File: config.mk
export PLATFORM = sky130hd
export DESIGN_NAME = dither_ram_host_access
export DESIGN_NICKNAME = d
export VERILOG_FILES = /design/src/shared/dither_ram_pkg.sv /design/src/hw/dither_ram_host_access.sv
export SDC_FILE = /design/constraint.sdc
export NUM_CORES = 2
export LEC_CHECK = 0
export ABC_CLOCK_PERIOD_IN_PS = 3900
export BUFFER_PORTS_ARGS = -buffer_cell sky130_fd_sc_hd__clkbuf_2
export CORE_UTILIZATION = 59
export CTS_CLUSTER_SIZE = 8
export DETAILED_ROUTE_END_ITERATION = 10
export PLACE_DENSITY = 0.75
export SLEW_MARGIN = 20
export SYNTH_ARGS = -nofsm -noshare
export SYNTH_HDL_FRONTEND = slang
export SYNTH_SLANG_ARGS = --single-unit
File: constraint.sdc
create_clock -name clk -period 3.9 [get_ports clk]
set_input_delay 0.39 -clock clk [delete_from_list [all_inputs] [get_ports clk]]
set_output_delay 0.39 -clock clk [all_outputs]
set_load 0.005 [all_outputs]
File: src/shared/dither_ram_pkg.sv
package dither_ram_pkg;
   localparam int ADDR_W = 6;
   localparam int DEPTH = 64;
   localparam int DATA_W = 32;
   localparam int CRC_W = 24;
   localparam int FRAME_W = 8;
   // Control register layout
   localparam int ACCESS_BIT = 7;
   localparam int UPDATE_BIT = 6;
   localparam int ADDR_LSB = 0;
   // Signature register layout
   localparam int CRC_LSB = 0;
   localparam int FRAME_LSB = 24;
   localparam logic [7:0] CTRL_RESET = 8'h00;
   localparam logic [DATA_W-1:0] RDATA_RESET = 32'h0000_0000;
   localparam logic RVALID_RESET = 1'h0;
   localparam logic POWER_DOWN_RESET = 1'h1;

   typedef enum logic [1:0] {
      SEL_CTRL,
      SEL_DATA,
      SEL_SIG,
      SEL_NONE
   } reg_sel_t;

   typedef struct packed {
      logic wr;
      logic rd;
      reg_sel_t sel;
      logic [DATA_W-1:0] wdata;
   } reg_req_t;

   typedef struct packed {
      logic [CRC_W-1:0] crc;
      logic [FRAME_W-1:0] frames;
   } sig_in_t;
endpackage

File: src/hw/dither_ram_host_access.sv
// What this block does
// RULE1: Access-enable bit low blocks all host RAM reads and writes; high permits them.
// RULE2: Software sets control bits 7, 6 and external bits 12, 0 before access.
// RULE3: Any of the four enables clear powers the RAM down and blocks access.
// RULE4: Update-enable together with access-enable decides whether writes change RAM contents.
// RULE5: A 6-bit address field picks the location the next data access uses.
// RULE6: Each data register read or write advances the address pointer by one.
// RULE7: Software reloads the address before any non-sequential access.
// RULE8: The data register carries one full 32-bit word each way.
// RULE9: Signature register shows read-only 24-bit CRC plus a frame count.
// RULE10: Pointer stays put when a data access arrives while access is disabled.
`timescale 1ns/10ps
module dither_ram_host_access (
   input wire logic clk,
   input wire logic srst,
   input wire dither_ram_pkg::reg_req_t req,
   input wire logic panel_ctl_bit12,
   input wire logic panel_ctl_bit0,
   input wire dither_ram_pkg::sig_in_t sig_in,
   output logic [dither_ram_pkg::DATA_W-1:0] rdata,
   output logic rvalid,
   output logic ram_power_down
);
   import dither_ram_pkg::*;

   logic [7:0] ctrl;
   logic [7:0] next_ctrl;
   logic [DATA_W-1:0] mem [DEPTH];
   logic [DATA_W-1:0] next_mem [DEPTH];
   logic [DATA_W-1:0] next_rdata;
   logic next_rvalid;
   logic next_power_down;
   logic all_enabled;
   logic data_access;
   logic ctrl_wr;
   logic ctrl_rd;
   logic data_wr;
   logic data_rd;
   logic sig_rd;
   logic none_rd;
   logic access_ok;
   logic write_commit;
   logic [ADDR_W-1:0] ptr;
   logic [ADDR_W-1:0] ptr_step;
   logic [DATA_W-1:0] cur_word;
   logic [DATA_W-1:0] sig_word;

   // Register decode; the select field names at most one register, none for SEL_NONE
   assign ctrl_wr = req.wr && req.sel == SEL_CTRL;
   assign ctrl_rd = req.rd && req.sel == SEL_CTRL;
   assign data_wr = req.wr && req.sel == SEL_DATA;
   assign data_rd = req.rd && req.sel == SEL_DATA;
   assign sig_rd = req.rd && req.sel == SEL_SIG;
   assign none_rd = req.rd && req.sel == SEL_NONE;
   assign data_access = data_wr | data_rd;

   assign ptr = ctrl[ADDR_LSB +: ADDR_W];
   // Wraps from the last word back to the first
   assign ptr_step = ptr + 6'h01;
   // All four enables must be high; external pair arrives on this clock
   assign all_enabled = ctrl[ACCESS_BIT] & ctrl[UPDATE_BIT] & panel_ctl_bit12 & panel_ctl_bit0; // RULE3
   assign access_ok = data_access && all_enabled && ctrl[ACCESS_BIT]; // RULE1
   // Update bit and access bit both gate the write
   assign write_commit = data_wr && all_enabled && ctrl[UPDATE_BIT] && ctrl[ACCESS_BIT]; // RULE4
   assign cur_word = mem[ptr]; // RULE5

   always_comb begin
      sig_word = RDATA_RESET;
      sig_word[CRC_LSB +: CRC_W] = sig_in.crc; // RULE9
      sig_word[FRAME_LSB +: FRAME_W] = sig_in.frames;
   end

   // Control group: a control write wins over the pointer step
   always_comb begin
      next_ctrl = ctrl;
      if (ctrl_wr) begin
         next_ctrl = req.wdata[7:0];
      end else if (access_ok) begin
         next_ctrl[ADDR_LSB +: ADDR_W] = ptr_step; // RULE6 RULE10
      end
   end

   always_ff @(posedge clk) begin
      if (srst) begin
         ctrl <= CTRL_RESET;
      end else begin
         ctrl <= next_ctrl;
      end
   end

   // Read group: rdata holds between reads, rvalid pulses once
   always_comb begin
      next_rdata = rdata;
      next_rvalid = 1'h0;
      if (req.rd) begin
         next_rvalid = 1'h1;
         if (ctrl_rd) begin
            next_rdata = {24'h00_0000, ctrl};
         end else if (data_rd) begin
            // Blocked reads return zero rather than stale RAM content
            next_rdata = all_enabled ? cur_word : RDATA_RESET; // RULE1 RULE5 RULE8
         end else if (sig_rd) begin
            next_rdata = sig_word; // RULE9
         end else begin
            next_rdata = RDATA_RESET;
         end
      end
   end

   always_ff @(posedge clk) begin
      if (srst) begin
         rdata <= RDATA_RESET;
         rvalid <= RVALID_RESET;
      end else begin
         rdata <= next_rdata;
         rvalid <= next_rvalid;
      end
   end

   // Power group: follows the enables one cycle late
   always_comb begin
      next_power_down = ~all_enabled; // RULE3
   end

   always_ff @(posedge clk) begin
      if (srst) begin
         ram_power_down <= POWER_DOWN_RESET;
      end else begin
         ram_power_down <= next_power_down;
      end
   end

   generate
      for (genvar i = 0; i < DEPTH; i++) begin : g_word
         always_comb begin
            next_mem[i] = mem[i];
            if (write_commit && ptr == ADDR_W'(i)) begin // RULE4 RULE5
               next_mem[i] = req.wdata; // RULE8
            end
         end
         // Contents survive reset; software reloads the table anyway
         always_ff @(posedge clk) begin
            mem[i] <= next_mem[i];
         end
      end
   endgenerate
endmodule

**Word level (Yosys, flattened, before mapping)**

Memories as Yosys holds them, arrays and structs flattened. A register that Yosys moved wholly into a read port is not among the register bits.
Index checks and enable logic that the tools add are counted.

- $add $sub $neg: 1
- Equal/unequal tests: 129
- Mux-type cells: 262
- Bitwise operators: 5
- Reduce and logical (&&, ||, !) cells: 140

Operators with widths:

| cell | count |
|---|---|
| $mux W32 | 131 |
| $reduce_or A32 Y1 | 63 |
| $mux W6 | 67 |
| $eq A6 B6 Y1 const B | 32 |
| $eq A6 B5 Y1 const B | 16 |
| $logic_and A1 B1 Y1 | 74 |
| $mux W1 | 64 |
| $ne A1 B1 Y1 const B | 64 |
| $eq A6 B4 Y1 const B | 8 |
| $eq A6 B3 Y1 const B | 4 |
| $eq A6 B2 Y1 const B | 2 |
| $add A6 B1 Y6 const B | 1 |
| $eq A6 B1 Y1 const B | 1 |
| $logic_not A6 Y1 | 1 |
| $and A1 B1 Y1 | 3 |
| $eq A2 B1 Y1 const B | 1 |
| $eq A2 B2 Y1 const B | 1 |
| $logic_not A2 Y1 | 1 |
| $reduce_bool A2 Y1 | 1 |
| $not A1 Y1 | 1 |
| $or A1 B1 Y1 | 1 |

- Register bits: 42
- RAM bits: 2048
- Output and inout bits: 34
- Logic and storage cells: 543
- Memories: 1

Memory list:

| name | words | width | rd ports | clocked after memory_dff | wr ports | RTL line | RTL |
|---|---|---|---|---|---|---|---|
| mem | 64 | 32 | 1 | 1 | 1 | dither_ram_host_access.sv:28 | `logic [DATA_W-1:0] mem [DEPTH];` |

**Depth between registers and ports, before layout**

- Depth after elaboration: 72
- Gate-level depth with buffers: 11
- Mapped depth without buffers: 6

**Worst setup path before layout**

Ideal clock, no wire load.

- Path type: input to register
- Start point: in panel_ctl_bit0
- End point: mem mem[18][0] (enable)
- Library setup time: 0.421 ns
- Arrival: 2.753 ns
- Required time: 3.479 ns
- Setup slack: 0.726 ns
- Cell stages on the path: 5
- Buffers on the path: 1
- Cell sequence: nand4_1 -> nor2_1 -> clkbuf_1 -> nand4_1 -> nor2_1

- Longest elaborated chain between the ends: 70
- Elaborated cells on any way between the ends: 321

RTL lines:

| what | RTL line | RTL |
|---|---|---|
| start: declaration | dither_ram_host_access.sv:18 | `input wire logic panel_ctl_bit0,` |
| $and A1 B1 Y1 * | dither_ram_host_access.sv:61 | `assign all_enabled = ctrl[ACCESS_BIT] & ctrl[UPDATE_BIT] & panel_ctl_bit12 & panel_ctl_bit0;` |
| $logic_and A1 B1 Y1 * (3 in series) | dither_ram_host_access.sv:64 | `assign write_commit = data_wr && all_enabled && ctrl[UPDATE_BIT] && ctrl[ACCESS_BIT];` |
| $logic_and A1 B1 Y1 | dither_ram_host_access.sv:137 | `if (write_commit && ptr == ADDR_W'(i)) begin` |
| $ne A1 B1 Y1 (no source line) | - |  |
| $reduce_or A32 Y1 (no source line) | - |  |
| $mux W6 (no source line) / $mux W1 (equally long branches) (63 in series) | - |  |
| end: declaration | dither_ram_host_access.sv:28 |  |

Mark *: on every way between the ends. The rest lies on a longest branch, timed or not.

==> impl_metrics.xml <==
<?xml version="1.0" encoding="UTF-8"?>
<metrics>
  <group name="run_status">
    <metric name="run_status" unit="">finished with violations</metric>
    <metric name="failed_checks" unit="">capacitance limit, slew limit, setup timing</metric>
  </group>
  <group name="floorplanning">
    <metric name="initial_core_util" unit="%">59.6</metric>
    <metric name="die_h" unit="µm">372</metric>
    <metric name="dieArea" unit="mm²">0.138</metric>
    <metric name="coreArea" unit="mm²">0.136</metric>
    <metric name="die_w" unit="µm">372</metric>
    <metric name="io_pins" unit="">106</metric>
    <metric name="num_rows" unit="">135</metric>
  </group>
  <group name="critical_path">
    <metric name="crit_path_start_kind" unit="">flop</metric>
    <metric name="critPathTopFamily" unit="">compound AO/OA/AOI/OAI gates</metric>
    <metric name="worstSetupPathType" unit="">flop to flop</metric>
    <metric name="worst-endpoint-required" unit="ns">4.66</metric>
    <metric name="cp_cell_sequence" unit="">buf_12, mux4_2, and2_0, a2111oi_0, buf_4, a21oi_1, nand3_1, o22ai_1</metric>
    <metric name="critical-path-slowest-cell" unit="">sky130_fd_sc_hd__a2111oi_0</metric>
    <metric name="worst_path_largest_cell_delay" unit="ns">1.21</metric>
    <metric name="worst-path-max-fanout" unit="">82</metric>
    <metric name="worstPathArrival" unit="ns">4.87</metric>
    <metric name="r2r_end" unit="">rdata[31]</metric>
    <metric name="regToRegSetupSlack" unit="ns">-0.21</metric>
    <metric name="worstRegToRegCells" unit="">8</metric>
    <metric name="worstSetupPathDepth" unit="">8</metric>
    <metric name="timing.critical_path.to_type" unit="">flop</metric>
    <metric name="number_of_buffers_and_inverters_on_the_critical_path" unit="">2</metric>
  </group>
  <group name="timing">
    <metric name="maxClockFrequency" unit="MHz">243</metric>
    <metric name="worst_slew_margin_rel" unit="%">-0.131</metric>
    <metric name="shortest_period_the_worst_path_allows" unit="ns">4.11</metric>
    <metric name="rsz0062_at_grt" unit="">no</metric>
    <metric name="final_critical_path_setup_slack" unit="ns">-0.210</metric>
    <metric name="final_max_slew_viol_count" unit="">1</metric>
    <metric name="worst_slew_pin_slew" unit="ns">1.46</metric>
    <metric name="final_count_of_hold_timing_violations" unit="">0</metric>
    <metric name="totalNegativeSetupSlack" unit="ns">-0.210</metric>
    <metric name="fin_skew" unit="ns">0.0682</metric>
    <metric name="setup_violations" unit="">1</metric>
    <metric name="finalCritPeriodShare" unit="%">105</metric>
  </group>
  <group name="detailed_routing">
    <metric name="route.detailed.vias_per_inst" unit="">7.29</metric>
    <metric name="routed-via-count" unit="">45300</metric>
    <metric name="detailedRoute.firstIterationViolations" unit="">7985</metric>
    <metric name="first_pass_iters" unit="">9</metric>
    <metric name="routedWlPerCell" unit="µm">39.9</metric>
    <metric name="drt_drc_violations_left" unit="">0</metric>
    <metric name="wirelength" unit="µm">248000</metric>
    <metric name="antenna_violating_nets_post_route" unit="">0</metric>
  </group>
  <group name="synthesis">
    <metric name="netlist_top_cells_count" unit="">sky130_fd_sc_hd__edfxtp_1, sky130_fd_sc_hd__mux4_2, sky130_fd_sc_hd__mux2i_1, sky130_fd_sc_hd__nor2_1, sky130_fd_sc_hd__a22oi_1</metric>
    <metric name="post_synthesis_sequential_element_count" unit="">2096</metric>
    <metric name="warning_count_from_the_yosys_run" unit="">0</metric>
    <metric name="mappedNetlistNets" unit="">3885</metric>
    <metric name="synth_sequential_area_ratio" unit="%">77.3</metric>
    <metric name="yosys.cell_count.top_type" unit="">sky130_fd_sc_hd__edfxtp_1</metric>
    <metric name="synth_enable_flop_cells" unit="">2048</metric>
    <metric name="yosys.area.top_type_share" unit="%">76.1</metric>
    <metric name="syn-mean-instance-area" unit="µm²">21.2</metric>
    <metric name="synth-main-ff-cell" unit="">sky130_fd_sc_hd__edfxtp_1</metric>
    <metric name="syn-cell-area" unit="mm²">0.0808</metric>
    <metric name="synth-async-reset-ratio" unit="%">0</metric>
    <metric name="synth_largest_area_cell" unit="">sky130_fd_sc_hd__edfxtp_1</metric>
    <metric name="netlist-cell-type-count" unit="">58</metric>
    <metric name="synthesis.instances" unit="">3809</metric>
    <metric name="post_synth_main_area_contributors" unit="">sky130_fd_sc_hd__edfxtp_1, sky130_fd_sc_hd__mux4_2, sky130_fd_sc_hd__mux2i_1</metric>
  </group>
  <group name="clocking">
    <metric name="cts-root-to-sink-buffers" unit="">4</metric>
    <metric name="cts.sink_count" unit="">2096</metric>
    <metric name="tritoncts.num_buffers" unit="">311</metric>
    <metric name="worst_skew_pair.late_latency" unit="ns">0.93</metric>
    <metric name="cts.repair.resized" unit="">0</metric>
    <metric name="cts-htree-levels" unit="">5</metric>
    <metric name="cts_tree" unit="">built</metric>
    <metric name="cts-root-buf" unit="">sky130_fd_sc_hd__clkbuf_16</metric>
    <metric name="cts_clk_pin_slew_worst_paths" unit="ns">0.05</metric>
  </group>
  <group name="placed_design">
    <metric name="routabilityCongestion" unit="">0.944</metric>
    <metric name="detailedPlacementHpwl" unit="µm">143000</metric>
    <metric name="place_ws" unit="ns">0.122</metric>
    <metric name="place.port_buffers" unit="">105</metric>
  </group>
  <group name="layout">
    <metric name="design.final.nets" unit="">4409</metric>
    <metric name="drive_above_1_share" unit="%">28.2</metric>
    <metric name="area_delta_synth_final" unit="%">16.7</metric>
  </group>
  <group name="worst_hold_path">
    <metric name="min_delay_endpoint" unit="">mem[60][20]</metric>
    <metric name="holdCritStartpoint" unit="">req[20]</metric>
    <metric name="timing.hold.worst.class" unit="">input port to flop</metric>
    <metric name="min_delay_path_depth" unit="">1</metric>
  </group>
  <group name="global_route">
    <metric name="grt_use_total" unit="%">36.4</metric>
    <metric name="grt_pass1_vias" unit="">44900</metric>
    <metric name="grtUsageMet1" unit="%">48.0</metric>
    <metric name="number_of_antenna_violations_at_the_first_check_in_global_routing" unit="">23</metric>
    <metric name="global_route.overflow_total" unit="">0</metric>
    <metric name="grt_use_met3" unit="%">12.5</metric>
    <metric name="grt-busiest-layer" unit="">met2</metric>
    <metric name="grt_max_degree" unit="">83</metric>
    <metric name="grt_pass1_wl" unit="µm">342000</metric>
    <metric name="groute.layer.met2.usage" unit="%">53.6</metric>
  </group>
  <group name="power_and_ir_drop">
    <metric name="power_per_cell_area" unit="mW/mm²">533</metric>
    <metric name="max-vdd-ir-drop" unit="µV">443</metric>
    <metric name="static-leakage-power" unit="nW">29.3</metric>
  </group>
  <group name="flow_run">
    <metric name="max_cap_viol_count" unit="">1</metric>
  </group>
</metrics>
==> worst max path at each step <==
stage | to | slack, ns
finish | rdata[31] | -0.21
floorplan | mem[18][0] | 0.73
detailed placement | rdata[4] | 0.12
global placement | rdata[2] | -0.04
global route | rdata[31] | 0.03
CTS | rdata[4] | 0.06
==> where the power goes <==
| group | switching (mW) | total (mW) | internal [mW] |
|---|---|---|---|
| registers | 0.0582 | 24.8 | 24.8 |
| clock network | 8.99 | 23.4 | 14.4 |
| logic | 1.28 | 2.06 | 0.782 |
| total | 10.3 | 50.3 | 40.0 |
==> state kept, by name, summed over array words and instances, names as in the netlist, named ones only <==
register	cells
ctrl	8
rdata	32
rvalid	1
mem	2048
ram_power_down	1
==> area by class of cell <==
| class | instances | area [µm²] |
|---|---|---|
| antenna | 13 | 32.5 |
| clock buffer | 392 | 8190 |
| clock inverter | 7 | 68.8 |
| fill | 7839 | 41300 |
| inverter | 6 | 22.5 |
| multi-input combinational | 1490 | 17600 |
| sequential | 2096 | 62500 |
| tap | 1781 | 2230 |
| timing repair buffer | 428 | 3680 |
==> metal layers <==
| metal | wire [µm] | vias up |
|---|---|---|
| met5 | 146 | - |
| met4 | 16200 | 24 |
| met3 | 39400 | 891 |
| met2 | 111000 | 4416 |
| met1 | 81200 | 23000 |
| li1 | - | 17000 |
==> per-stage QoR <==
step / power, mW / cells / util [%] / hold slack [ns] / cell area [µm²]
6_report: 50.3 / 6213 / 69.5 / 0.0154 / 94300
3_5_place_dp: 27.2 / 5755 / 63.1 / 0.465 / 85500
4_1_cts: 50.3 / 6196 / 69.5 / 0.00188 / 94200
3_3_place_gp: 27.1 / 5755 / 63.0 / 0.468 / 85500
5_1_grt: 51.3 / 6201 / 69.5 / 0.00757 / 94300
2_1_floorplan: 26.3 / 3809 / - / 0.457 / 80800
==> layout by cell type, fill, tap and decap left out, types with 18 or more instances in the layout <==
cell type                       instances
sky130_fd_sc_hd__nand3_1               54
sky130_fd_sc_hd__a31oi_1               33
sky130_fd_sc_hd__nor3_1                22
sky130_fd_sc_hd__nor2_4                64
sky130_fd_sc_hd__edfxtp_1            2048
sky130_fd_sc_hd__mux2i_1              208
sky130_fd_sc_hd__nand2_1               81
sky130_fd_sc_hd__a211oi_1              18
sky130_fd_sc_hd__nand4_1               31
sky130_fd_sc_hd__clkbuf_1              76
sky130_fd_sc_hd__dfxtp_1               43
sky130_fd_sc_hd__nand2b_1              20
sky130_fd_sc_hd__a22oi_1               98
sky130_fd_sc_hd__clkbuf_16            316
sky130_fd_sc_hd__nor2b_1               43
sky130_fd_sc_hd__o21ai_0               45
sky130_fd_sc_hd__nor2_1                62
sky130_fd_sc_hd__dlygate4sd3_1         43
sky130_fd_sc_hd__a21oi_1               51
sky130_fd_sc_hd__o22ai_1               56
sky130_fd_sc_hd__buf_12                49
sky130_fd_sc_hd__buf_4                232
sky130_fd_sc_hd__mux4_2               438
sky130_fd_sc_hd__clkbuf_2             100
==> kinds of logic after synthesis <==
group / Yosys count / synth area share [%]
flip-flops: 2096 / 77.3
multiplexers: 669 / 15.3
AO/OA/AOI/OAI: 385 / 3.23
AND/OR/NAND/NOR: 432 / 2.60
buffers and inverters: 223 / 1.57
adder cells (fa/ha/maj): 4 / 0.0619
==> what timing repair did <==
action | in CTS | in global routing
hold buffers | 42 | 1
buffers inserted | 0 | 1
endpoints found under the setup margin | 0 | 1
hold endpoints to repair | 92 | 8
Note: power is estimated with default switching activity, not from simulation.
